$ cat src/rmu_pkg.sv
// Constants, types and register map of the remap unit command/status bank.
// Assumes a single 25 MHz system clock and a synchronous active-high reset.
`default_nettype none

package rmu_pkg;

	// ------------------------------------------------------------------
	// Register map
	// ------------------------------------------------------------------
	localparam int          RMU_AW        = 12;
	localparam logic [11:0] RMU_CMD_OFS   = 12'h018;
	localparam logic [11:0] RMU_STS_OFS   = 12'h01c;
	localparam logic [31:0] RMU_STS_RESET = 32'h0000_0000;
	localparam logic [31:0] RMU_RD_IDLE   = 32'h0000_0000;

	// Bit positions shared by command and status
	localparam int RMU_B_XLATE = 31;
	localparam int RMU_B_ROOT  = 30;
	localparam int RMU_B_FLOG  = 29;
	localparam int RMU_B_AFL   = 28;
	localparam int RMU_B_WBF   = 27;
	localparam int RMU_B_QI    = 26;
	localparam int RMU_B_IRE   = 25;
	localparam int RMU_B_IRTP  = 24;
	localparam int RMU_B_CFI   = 23;

	// ------------------------------------------------------------------
	// Options and timing
	// ------------------------------------------------------------------
	localparam logic RMU_NEED_WBF = 1'b1;
	localparam logic RMU_HAS_AFL  = 1'b1;
	localparam int   RMU_CLK_NS   = 40;
	localparam int   RMU_LOAD_NS  = 200;
	localparam int   RMU_LOAD_CYC = (RMU_LOAD_NS + RMU_CLK_NS - 1) / RMU_CLK_NS;
	localparam int   RMU_LOAD_W   = 4;
	localparam logic [3:0] RMU_LOAD_CNT = 4'(RMU_LOAD_CYC);
	localparam logic [3:0] RMU_LOAD_ONE = 4'h1;
	localparam int   RMU_NPTR     = 3;
	localparam int   RMU_P_ROOT   = 0;
	localparam int   RMU_P_FLOG   = 1;
	localparam int   RMU_P_IRTP   = 2;
	localparam int   RMU_DRAIN_W  = 4;

	// ------------------------------------------------------------------
	// Types
	// ------------------------------------------------------------------
	typedef enum logic [1:0] {FL_IDLE, FL_CMD, FL_INV} rmu_flush_e;

	typedef struct packed {
		logic [RMU_AW-1:0] addr;
		logic [31:0]       wdata;
		logic              wr;
		logic              rd;
	} rmu_bus_req_s;

	typedef struct packed {
		logic compat_req;
		logic flight_start;
		logic flight_end;
	} rmu_irq_in_s;

	typedef struct packed {
		logic hold;
		logic fwd;
		logic drop;
	} rmu_irq_out_s;

	typedef struct packed {
		logic xlate_on;
		logic adv_fault_log;
		logic queued_inval;
		logic irq_remap_on;
	} rmu_en_s;

	typedef struct packed {
		logic                  busy;
		logic [RMU_LOAD_W-1:0] cnt;
	} rmu_ld_s;

	typedef struct packed {
		logic [RMU_DRAIN_W-1:0] cnt;
	} rmu_dr_s;

endpackage

`default_nettype wire

$ cat src/rmu_global_status.sv
// Global command and status bank of the I/O and interrupt remapping unit.
// Assumes a register port master that never issues read and write at once,
// a flush agent that pulses done, and upstream logic that honours hold.
//
// Function
// Command bit 23: 0 blocks, 1 passes compat irqs
// Compat setting acts only remapping on, extended off
// Command register reads back no defined value
// Applied compat setting shown in status bit 23
// Flush write buffers before every invalidation
// Status bit 31 mirrors address remapping enable
// Bit 30 clears on root load, sets done
// Bit 29 clears on fault-log load, sets done
// Bit 28 mirrors advanced fault logging enable
// Bit 27 sets on flush command, clears done
// Status bit 26 mirrors queued invalidation enable
// Status bit 25 mirrors interrupt remapping enable
// Bit 24 clears on irq table load, sets done
// Bit 23: 0 blocked, 1 pass-through
// Status resets zero, ignores writes, low bits zero
// Command bit 24 one starts table load only
// Drain in-flight irqs, switch at boundaries only
// Command bit 26 enables queued invalidation
//
// Decided for this implementation: the plain strobed port.
`default_nettype none

module rmu_global_status
	import rmu_pkg::*;
(
	// Clock and reset
	input  wire logic                 sys_clk,
	input  wire logic                 sys_rst,
	// Register port
	input  wire rmu_pkg::rmu_bus_req_s bus_req,
	output logic [31:0]               rdata,
	// Interrupt path
	input  wire rmu_pkg::rmu_irq_in_s  irq_in,
	input  wire logic                 ext_irq_mode,
	output rmu_pkg::rmu_irq_out_s      irq_out,
	// Write buffer flush and invalidation
	input  wire logic                 inval_req,
	input  wire logic                 wbuf_flush_done,
	output logic                      wbuf_flush_req,
	output logic                      inval_go,
	// Enables to the rest of the unit
	output rmu_pkg::rmu_en_s           en
);

	// ------------------------------------------------------------------
	// State
	// ------------------------------------------------------------------
	typedef struct packed {
		logic                xlate_on;
		logic [RMU_NPTR-1:0] ptr_state;
		logic                adv_fault_log;
		logic                wbuf_flush;
		logic                queued_inval;
		logic                irq_remap_on;
		logic                compat_pass;
		logic                ire_target;
		logic                ire_pend;
		logic                inv_pend;
		rmu_flush_e          fsm;
		logic                inval_go;
		logic                fwd;
		logic                drop;
		logic [31:0]         rdata;
	} rmu_main_s;

	rmu_main_s           s_ff;
	rmu_main_s           nxt_s;
	logic                cmd_wr;
	logic                sts_rd;
	logic [RMU_NPTR-1:0] ld_start;
	logic [RMU_NPTR-1:0] ld_done;
	logic                drain_idle;
	logic                wbf_cmd;

	// ------------------------------------------------------------------
	// Decode
	// ------------------------------------------------------------------
	function automatic logic hit(input logic [RMU_AW-1:0] a,
	                             input logic [RMU_AW-1:0] ofs);
		hit = (a == ofs);
	endfunction

	function automatic logic [31:0] sts_word(input rmu_main_s st);
		logic [31:0] w;
		w = RMU_STS_RESET;
		w[RMU_B_XLATE] = st.xlate_on;
		w[RMU_B_ROOT]  = st.ptr_state[RMU_P_ROOT];
		w[RMU_B_FLOG]  = st.ptr_state[RMU_P_FLOG];
		w[RMU_B_AFL]   = st.adv_fault_log;
		w[RMU_B_WBF]   = st.wbuf_flush;
		w[RMU_B_QI]    = st.queued_inval;
		w[RMU_B_IRE]   = st.irq_remap_on;
		w[RMU_B_IRTP]  = st.ptr_state[RMU_P_IRTP];
		w[RMU_B_CFI]   = st.compat_pass;
		sts_word = w;
	endfunction

	assign cmd_wr  = bus_req.wr && hit(bus_req.addr, RMU_CMD_OFS);
	assign sts_rd  = bus_req.rd && hit(bus_req.addr, RMU_STS_OFS);
	assign wbf_cmd = cmd_wr && bus_req.wdata[RMU_B_WBF];

	// Load starts on one only
	assign ld_start[RMU_P_ROOT] = cmd_wr && bus_req.wdata[RMU_B_ROOT];
	assign ld_start[RMU_P_FLOG] = cmd_wr && bus_req.wdata[RMU_B_FLOG];
	assign ld_start[RMU_P_IRTP] = cmd_wr && bus_req.wdata[RMU_B_IRTP];

	// ------------------------------------------------------------------
	// Helpers
	// ------------------------------------------------------------------
	genvar gi;
	generate
		for (gi = 0; gi < RMU_NPTR; gi++)
		begin : g_ld
			rmu_ptr_loader u_ld (
				.sys_clk (sys_clk),
				.sys_rst (sys_rst),
				.start   (ld_start[gi]),
				.done    (ld_done[gi])
			);
		end
	endgenerate

	rmu_irq_drain u_drain (
		.sys_clk      (sys_clk),
		.sys_rst      (sys_rst),
		.flight_start (irq_in.flight_start),
		.flight_end   (irq_in.flight_end),
		.idle         (drain_idle)
	);

	// ------------------------------------------------------------------
	// Next state
	// ------------------------------------------------------------------
	always_comb
	begin
		nxt_s          = s_ff;
		nxt_s.inval_go = 1'b0;
		nxt_s.fwd      = 1'b0;
		nxt_s.drop     = 1'b0;
		nxt_s.rdata    = RMU_RD_IDLE;

		// Pointer status
		for (int i = 0; i < RMU_NPTR; i++)
		begin
			if (ld_start[i])
				nxt_s.ptr_state[i] = 1'b0;
			else if (ld_done[i])
				nxt_s.ptr_state[i] = 1'b1;
		end

		// Switch only when drained
		if (s_ff.ire_pend && drain_idle && !irq_in.flight_start)
		begin
			nxt_s.irq_remap_on = s_ff.ire_target;
			nxt_s.ire_pend     = 1'b0;
		end

		if (cmd_wr)
		begin
			// Translation enable status
			nxt_s.xlate_on = bus_req.wdata[RMU_B_XLATE];
			// Advanced logging status
			if (RMU_HAS_AFL)
				nxt_s.adv_fault_log = bus_req.wdata[RMU_B_AFL];
			// Queued invalidation
			nxt_s.queued_inval = bus_req.wdata[RMU_B_QI];
			// Remap enable request
			nxt_s.ire_target = bus_req.wdata[RMU_B_IRE];
			nxt_s.ire_pend   = bus_req.wdata[RMU_B_IRE] != nxt_s.irq_remap_on;
			// Applied compat setting
			nxt_s.compat_pass = bus_req.wdata[RMU_B_CFI];
		end

		// Flush sequencing
		if (RMU_NEED_WBF)
		begin
			case (s_ff.fsm)
				FL_IDLE:
				begin
					if (wbf_cmd)
					begin
						nxt_s.wbuf_flush = 1'b1;
						nxt_s.fsm        = FL_CMD;
						nxt_s.inv_pend   = inval_req || s_ff.inv_pend;
					end
					else if (inval_req || s_ff.inv_pend)
					begin
						nxt_s.fsm      = FL_INV;
						nxt_s.inv_pend = 1'b0;
					end
				end
				FL_CMD:
				begin
					if (wbuf_flush_done)
					begin
						// A fresh command in the done cycle wins
						nxt_s.wbuf_flush = wbf_cmd;
						nxt_s.fsm        = wbf_cmd ? FL_CMD : FL_IDLE;
						if (inval_req || s_ff.inv_pend)
						begin
							nxt_s.inval_go = 1'b1;
							nxt_s.inv_pend = 1'b0;
						end
					end
					else if (inval_req)
						nxt_s.inv_pend = 1'b1;
				end
				FL_INV:
				begin
					if (wbf_cmd)
						nxt_s.wbuf_flush = 1'b1;
					if (inval_req)
						nxt_s.inv_pend = 1'b1;
					if (wbuf_flush_done)
					begin
						nxt_s.inval_go = 1'b1;
						nxt_s.fsm = nxt_s.wbuf_flush ? FL_CMD : FL_IDLE;
					end
				end
				default:
					nxt_s.fsm = FL_IDLE;
			endcase
		end
		else
			nxt_s.inval_go = inval_req;

		// Compat interrupt gate
		if (irq_in.compat_req)
		begin
			if (s_ff.irq_remap_on && !ext_irq_mode)
			begin
				nxt_s.fwd  = s_ff.compat_pass;
				nxt_s.drop = !s_ff.compat_pass;
			end
			else
				nxt_s.fwd = 1'b1;
		end

		// Reads: command and unmapped give zero
		if (sts_rd)
			nxt_s.rdata = sts_word(s_ff);
	end

	always_ff @(posedge sys_clk)
	begin
		if (sys_rst)
		begin
			s_ff     <= '0;
			s_ff.fsm <= FL_IDLE;
		end
		else
			s_ff <= nxt_s;
	end

	// ------------------------------------------------------------------
	// Outputs
	// ------------------------------------------------------------------
	assign rdata          = s_ff.rdata;
	assign irq_out.hold   = s_ff.ire_pend;
	assign irq_out.fwd    = s_ff.fwd;
	assign irq_out.drop   = s_ff.drop;
	assign wbuf_flush_req = (s_ff.fsm != FL_IDLE);
	assign inval_go       = s_ff.inval_go;
	assign en.xlate_on      = s_ff.xlate_on;
	assign en.adv_fault_log = s_ff.adv_fault_log;
	assign en.queued_inval  = s_ff.queued_inval;
	assign en.irq_remap_on  = s_ff.irq_remap_on;
endmodule // rmu_global_status

`default_nettype wire

$ cat src/rmu_ptr_loader.sv
// Pointer load sequencer: a start pulse runs a fixed load time, then done.
// Assumes start is a one-cycle pulse; a new start restarts the load.
`default_nettype none

module rmu_ptr_loader
	import rmu_pkg::*;
(
	// Clock and reset
	input  wire logic sys_clk,
	input  wire logic sys_rst,
	// Control
	input  wire logic start,
	output logic      done
);

	rmu_ld_s s_ff;
	rmu_ld_s nxt_s;

	// Done is withheld on a restart so an old load never reports late
	assign done = s_ff.busy && (s_ff.cnt == RMU_LOAD_ONE) && !start;

	always_comb
	begin
		nxt_s = s_ff;
		if (start)
		begin
			nxt_s.busy = 1'b1;
			nxt_s.cnt  = RMU_LOAD_CNT;
		end
		else if (s_ff.busy)
		begin
			nxt_s.cnt = s_ff.cnt - RMU_LOAD_ONE;
			if (s_ff.cnt == RMU_LOAD_ONE)
				nxt_s.busy = 1'b0;
		end
	end

	always_ff @(posedge sys_clk)
	begin
		if (sys_rst)
			s_ff <= '0;
		else
			s_ff <= nxt_s;
	end

endmodule // rmu_ptr_loader

`default_nettype wire

$ cat src/rmu_irq_drain.sv
// Counts interrupt requests in flight in the root complex.
// Assumes every end pulse matches an earlier start pulse.
`default_nettype none

module rmu_irq_drain
	import rmu_pkg::*;
(
	// Clock and reset
	input  wire logic sys_clk,
	input  wire logic sys_rst,
	// Requests
	input  wire logic flight_start,
	input  wire logic flight_end,
	output logic      idle
);

	rmu_dr_s s_ff;
	rmu_dr_s nxt_s;

	assign idle = (s_ff.cnt == '0);

	// Saturate rather than wrap: a wrap would fake an idle unit
	always_comb
	begin
		nxt_s = s_ff;
		if (flight_start && !flight_end && (s_ff.cnt != '1))
			nxt_s.cnt = s_ff.cnt + RMU_DRAIN_W'(1);
		else if (flight_end && !flight_start && (s_ff.cnt != '0))
			nxt_s.cnt = s_ff.cnt - RMU_DRAIN_W'(1);
	end

	always_ff @(posedge sys_clk)
	begin
		if (sys_rst)
			s_ff <= '0;
		else
			s_ff <= nxt_s;
	end

endmodule // rmu_irq_drain

`default_nettype wire

$ cat config.mk
export PLATFORM = sky130hd
export DESIGN_NAME = rmu_global_status
export DESIGN_NICKNAME = d
export VERILOG_FILES = /design/src/rmu_pkg.sv /design/src/rmu_global_status.sv /design/src/rmu_ptr_loader.sv /design/src/rmu_irq_drain.sv
export SDC_FILE = /design/constraint.sdc
export NUM_CORES = 1
export LEC_CHECK = 0
export BUFFER_PORTS_ARGS = -buffer_cell sky130_fd_sc_hd__buf_4
export CORE_AREA = 2 2 71 73
export DETAILED_ROUTE_END_ITERATION = 8
export DIE_AREA = 0 0 73 75
export PLACE_DENSITY = 0.83
export SYNTH_ARGS = -nofsm -noshare
export SYNTH_HDL_FRONTEND = slang
export SYNTH_SLANG_ARGS = --single-unit
$ cat constraint.sdc
create_clock -name sys_clk -period 2.9 [get_ports sys_clk]
set_input_delay 0.58 -clock sys_clk [delete_from_list [all_inputs] [get_ports sys_clk]]
set_output_delay 0.58 -clock sys_clk [all_outputs]
set_load 0.01 [all_outputs]
==> results of run 1 <==
[metal layers]
metal	wire length (µm)	global-route usage
met5	0	0
met4	69	0.06790
met3	194	0.03213
met2	2208	0.2853
met1	1880	0.1886
[Yosys cell counts, drive strengths merged (2+ instances only)]
library cell / number
a2111oi: 3
nand4: 3
o21a: 4
buf: 41
a31oi: 4
xor2: 5
nor3: 9
inv: 13
dfxtp: 45
nor2: 24
clkbuf: 4
xnor2: 6
nand2: 18
ha: 12
a21oi: 14
and2: 11
mux2i: 8
a31o: 2
nor2b: 6
o21ai: 2
nor4: 2
nand3: 2
nor4b: 4
nand2b: 3
[state kept, by name, indices dropped and copies added, names as in the netlist]
signal	count
u_drain.s_ff	4
inval_go	1
rdata	9
irq_out	3
en	4
g_ld.u_ld.s_ff	15
s_ff	9
[final cells by class]
type | instances | area (µm²)
tap | 54 | 67.56
clock buffer | 7 | 86.33
fill | 394 | 1956
clock inverter | 1 | 30.03
sequential | 45 | 900.9
multi-input combinational | 183 | 1196
timing repair buffer | 50 | 375.4
inverter | 13 | 48.80
[cell families (layout without fill, tap and decap cells)]
group                      Yosys count  count (layout)  share of synthesized area
other                                1              23                   0.001573
and+or+nand+nor                     89              89                     0.2011
buffers and inverters               58              71                     0.1549
adders and majority gates           13              13                    0.07139
DFF                                 45              45                     0.3780
muxes                                9               9                    0.03832
xor gates and xnor gates            11              11                    0.04042
AOI/OAI and AO/OA                   38              38                     0.1144
[stage by stage]
stage               std cells  worst slack (ps)  hold WS, ps
floorplan                 286             765.6        430.3
global placement          345             585.3        442.3
detailed placement        345             553.2        452.3
CTS                       353             803.7        472.4
global route              353             667.8        504.7
finish                    353             820.4        469.1
[report_power, final]
part | total, µW | internal (µW) | switching (µW)
clock network | 484 | 281 | 203
logic | 182 | 90.4 | 91.1
registers | 652 | 633 | 18.7
total | 1320 | 1000 | 313
[path summary, 6_finish.rpt]
check / depth (start not counted) / slack [ps] / endpoint / start
max reg2reg: 7 / 820 / u_drain.s_ff[3] / u_drain.s_ff[0]
min reg2reg: 1 / 470 / rdata[24] / s_ff[47]
min: 1 / 470 / rdata[24] / s_ff[47]
max: 7 / 820 / u_drain.s_ff[3] / u_drain.s_ff[0]
==> impl_metrics.json, run 1 <==
{
  "status": "complete, no violations",
  "final_core_util": 0.5804,
  "io_pins": 95,
  "cts_resized": 0,
  "worstSkewPairLatency_ps": 290,
  "crit_chain": "nand4_1 > nand2_1 > ha_1 > a21o_1 > a21oi_1 > mux2i_1 > mux2_2",
  "critical_path.top_delay_family": "multiplexers",
  "htreeDepth": 2,
  "routed_wl_mm": 4.352,
  "synth_top_area_frac": 0.3780,
  "overflow": 0,
  "mostFrequentLayoutCells": "50 x buf_4, 45 x dfxtp_1, 24 x nor2_1",
  "crit_path_start_kind": "flop",
  "fin_crit_ps": 2080,
  "grt_pass1_wl_mm": 6.837,
  "syn_avg_cell_area_um2": 9.029,
  "antenna_left": 0,
  "drt_first_pass_iters": 4,
  "fin_skew_ps": 2.922,
  "syn_to_final_growth_pct": 13.49,
  "maxCapViolCount": 0,
  "path_buf_inv": 0,
  "arrival_ps": 2270,
  "total_power_uw": 1317,
  "grt_max_degree": 42,
  "fin_crit_sh": 0.7171,
  "antenna_found_initial": 0,
  "globalplace.congestion": 0.8607,
  "max-vdd-ir-drop_v": 0.0003170,
  "initialDrtViolationCount": 68,
  "final_common_cell": "buf_4",
  "postSynthCellCount": 264,
  "power_density_nw_per_um2": 486.8,
  "yosysTopAreaCell": "dfxtp_1",
  "core_um2": 4661,
  "synth-async-reset-ratio": 0,
  "hold_path_class": "flop to flop",
  "ys_ff_latch": 45,
  "leakagePower_uw": 0.001123,
  "port_buffers": 48,
  "synth_area_leaders": "dfxtp_1 38%, buf_4 13%, ha_1 6.3%",
  "synth_area_um2": 2384,
  "clock_path_buffers": 2,
  "fin_setup_tns_ps": 0,
  "cts_buffers": 5,
  "synth_cell_types": 47,
  "cp.required_ps": 3090,
  "postCtsSetupBuffers": 0,
  "post-dp-hpwl_mm": 3.287,
  "clk_pin_slew_ps": 80,
  "start_util": 0.5114,
  "drv_slew": 0,
  "yosysWarnings": 0,
  "hold_viol_final": 0,
  "max_stage_delay_ps": 450,
  "finish.instance_area_um2": 2705,
  "crit_path_end_kind": "flop",
  "die_area_um2": 5475,
  "yosysSeqAreaShare": 0.3780,
  "critPathSlowestCell": "dfxtp_1",
  "nets": 365,
  "dr_total_vias": 1800,
  "cts_hold_buf": 0,
  "die_w_um": 73,
  "cts.sinks": 45,
  "cts-root-buf": "clkbuf_8",
  "worstPathMaxFanout": 5,
  "dpl_cell_area_um2": 2589,
  "fmax_ghz": 0.4809,
  "synth_edf_count": 0,
  "n_antenna_cell": 0,
  "drc": 0,
  "drive_above_1_share": 0.2274,
  "rows": 25,
  "ys.flop_type": "dfxtp_1",
  "die_h_um": 75,
  "worstSetupPathType": "flop to flop",
  "viasPerCell": 5.099,
  "grt_usage": 0.1605,
  "avgRoutedWirePerCell_um": 12.33,
  "cts_tree": "built",
  "grt_pass1_vias": 1616,
  "rsz0062_at_grt": "no",
  "setup_viol": 0
}
Power figures use the tool's default switching activity.
==> run 2, diff against run 1 <==
--- a/config.mk
+++ b/config.mk
@@ -6,10 +6,10 @@
 export NUM_CORES = 1
 export LEC_CHECK = 0
 export BUFFER_PORTS_ARGS = -buffer_cell sky130_fd_sc_hd__buf_4
-export CORE_AREA = 2 2 71 73
+export CORE_AREA = 2 2 77 79
 export DETAILED_ROUTE_END_ITERATION = 8
-export DIE_AREA = 0 0 73 75
-export PLACE_DENSITY = 0.83
+export DIE_AREA = 0 0 79 81
+export PLACE_DENSITY = 0.75
 export SYNTH_ARGS = -nofsm -noshare
 export SYNTH_HDL_FRONTEND = slang
 export SYNTH_SLANG_ARGS = --single-unit
==> constraint.sdc (replaced) <==
create_clock -name sys_clk -period 1.68 [get_ports sys_clk]
set_input_delay 0.336 -clock sys_clk [delete_from_list [all_inputs] [get_ports sys_clk]]
set_output_delay 0.336 -clock sys_clk [all_outputs]
set_load 0.01 [all_outputs]
==> run 2 against run 1 <==
Against the previous run: the run now ends with negative setup slack left; clock power increased by 45%; die area increased by 17%; register-to-register slack got worse by 920 ps; count of clock-buffer cells in the layout decreased by 1; worst setup slack got worse by 920 ps; largest power group unchanged.
==> impl_metrics.json, run 2 (synthesis results as in run 1) <==
{
  "cts_hold_buf": 0,
  "clk_pin_slew_ps": 80,
  "initialDrtViolationCount": 80,
  "finish.instance_area_um2": 2912,
  "viasPerCell": 4.636,
  "worstSkewPairLatency_ps": 290,
  "max-vdd-ir-drop_v": 0.0003134,
  "regMostFlops": "g_ld.u_ld.s_ff",
  "cts-root-buf": "clkbuf_8",
  "crit_path_start_kind": "flop",
  "final_core_util": 0.5130,
  "cts.sinks": 45,
  "grt_pass1_wl_mm": 7.017,
  "grt_max_degree": 31,
  "die_w_um": 79,
  "dpl_worst_slack_ps": -161.7,
  "antenna_left": 0,
  "setup_viol": 1,
  "die_h_um": 81,
  "avgRoutedWirePerCell_um": 10.74,
  "clock_path_buffers": 2,
  "worstSetupPathType": "flop to flop",
  "worstPathMaxFanout": 4,
  "dr_total_vias": 1822,
  "fin_ws_ps": -94.92,
  "n_antenna_cell": 0,
  "syn_to_final_growth_pct": 22.15,
  "io_pins": 95,
  "antenna_found_initial": 0,
  "grt_pass1_vias": 1609,
  "rows": 28,
  "whs_ps": 284.7,
  "crit_path_end_kind": "flop",
  "htreeDepth": 2,
  "largest_register_ffs": 15,
  "core_um2": 5675,
  "cts_buffers": 5,
  "mostFrequentLayoutCells": "70 x buf_4, 41 x dfxtp_1, 24 x nor2_1",
  "fin_skew_ps": 2.110,
  "port_buffers": 48,
  "routed_wl_mm": 4.221,
  "drt_first_pass_iters": 4,
  "overflow": 0,
  "fmax_ghz": 0.5634,
  "hold_path_class": "primary input to flop",
  "die_area_um2": 6399,
  "rsz0062_at_grt": "yes",
  "drv_slew": 0,
  "globalplace.congestion": 0.8110,
  "dpl_cell_area_um2": 2776,
  "arrival_ps": 1960,
  "final_common_cell": "buf_4",
  "start_util": 0.4200,
  "total_power_uw": 2225,
  "hold_viol_final": 0,
  "cp.required_ps": 1860,
  "post-dp-hpwl_mm": 3.245,
  "violations": "negative setup slack",
  "status": "finished with violations",
  "maxCapViolCount": 0,
  "cts_tree": "built",
  "fin_crit_sh": 1.056,
  "drive_above_1_share": 0.3113,
  "fin_crit_ps": 1775,
  "leakagePower_uw": 0.001223,
  "power_density_nw_per_um2": 764.1,
  "drc": 0,
  "grt_usage": 0.1390,
  "nets": 385
}
## run 2: changes by cell type in the layout (fill, tap and decap cells not counted), moves of 2 or more
cell     change
dfxtp_2      +2
dfxtp_4      +2
dfxtp_1      -4
buf_4       +20
## run 2: metrics by stage
step,instances,TNS [ps]
final,393,-94.92
after global routing,393,-302.9
after CTS,391,-100.2
after detailed placement,383,-849.5
after global placement,383,-470.5
after floorplan,286,-74.56
## run 2: area by class of cell
cell class	instances	area, µm²
tap	75	93.84
inverter	13	48.80
clock buffer	6	93.84
clock inverter	1	5.005
multi-input combinational	183	1234
timing repair buffer	70	525.5
sequential	45	910.9
fill	553	2764
## run 2: repair_timing
| action | 4_1_cts | 5_1_grt |
|---|---|---|
| pin swaps | 2 | 3 |
| buffers inserted | 1 | 2 |
| resized for setup | 1 | 5 |
| endpoints found under the setup margin | 2 | 6 |
## run 2: report_power, final
group	total, µW	switching, µW	internal (µW)	leakage, µW
registers	1120	21.0	1100	0.000366
clock network	704	332	372	0.0000522
logic	402	185	217	0.000805
total	2220	538	1690	0.00122
## run 2: routing by layer
metal,GRT usage,share of wire,up-vias
li1,-,-,940
met3,0.03556,0.051,4
met2,0.2356,0.49,44
met4,0.05172,0.013,0
met5,0,0,-
met1,0.1709,0.44,834
## run 2: path summary, 6_finish.rpt
check | startpoint | end | slack [ps] | depth (start not counted)
setup / recovery | u_drain.s_ff[0] | u_drain.s_ff[3] | -90 | 7
hold / removal | bus_req[25] | s_ff[40] | 280 | 3
setup reg to reg | u_drain.s_ff[0] | u_drain.s_ff[3] | -90 | 7
hold reg to reg | s_ff[45] | rdata[30] | 470 | 1
## run 2: critical path, cell delays in order, from the launching register on
cell	delay, ps
dfxtp_4	370
nand4_1	130
nand2_2	130
ha_4	200
a21o_1	160
a21oi_2	130
mux2i_1	210
mux2_2	340
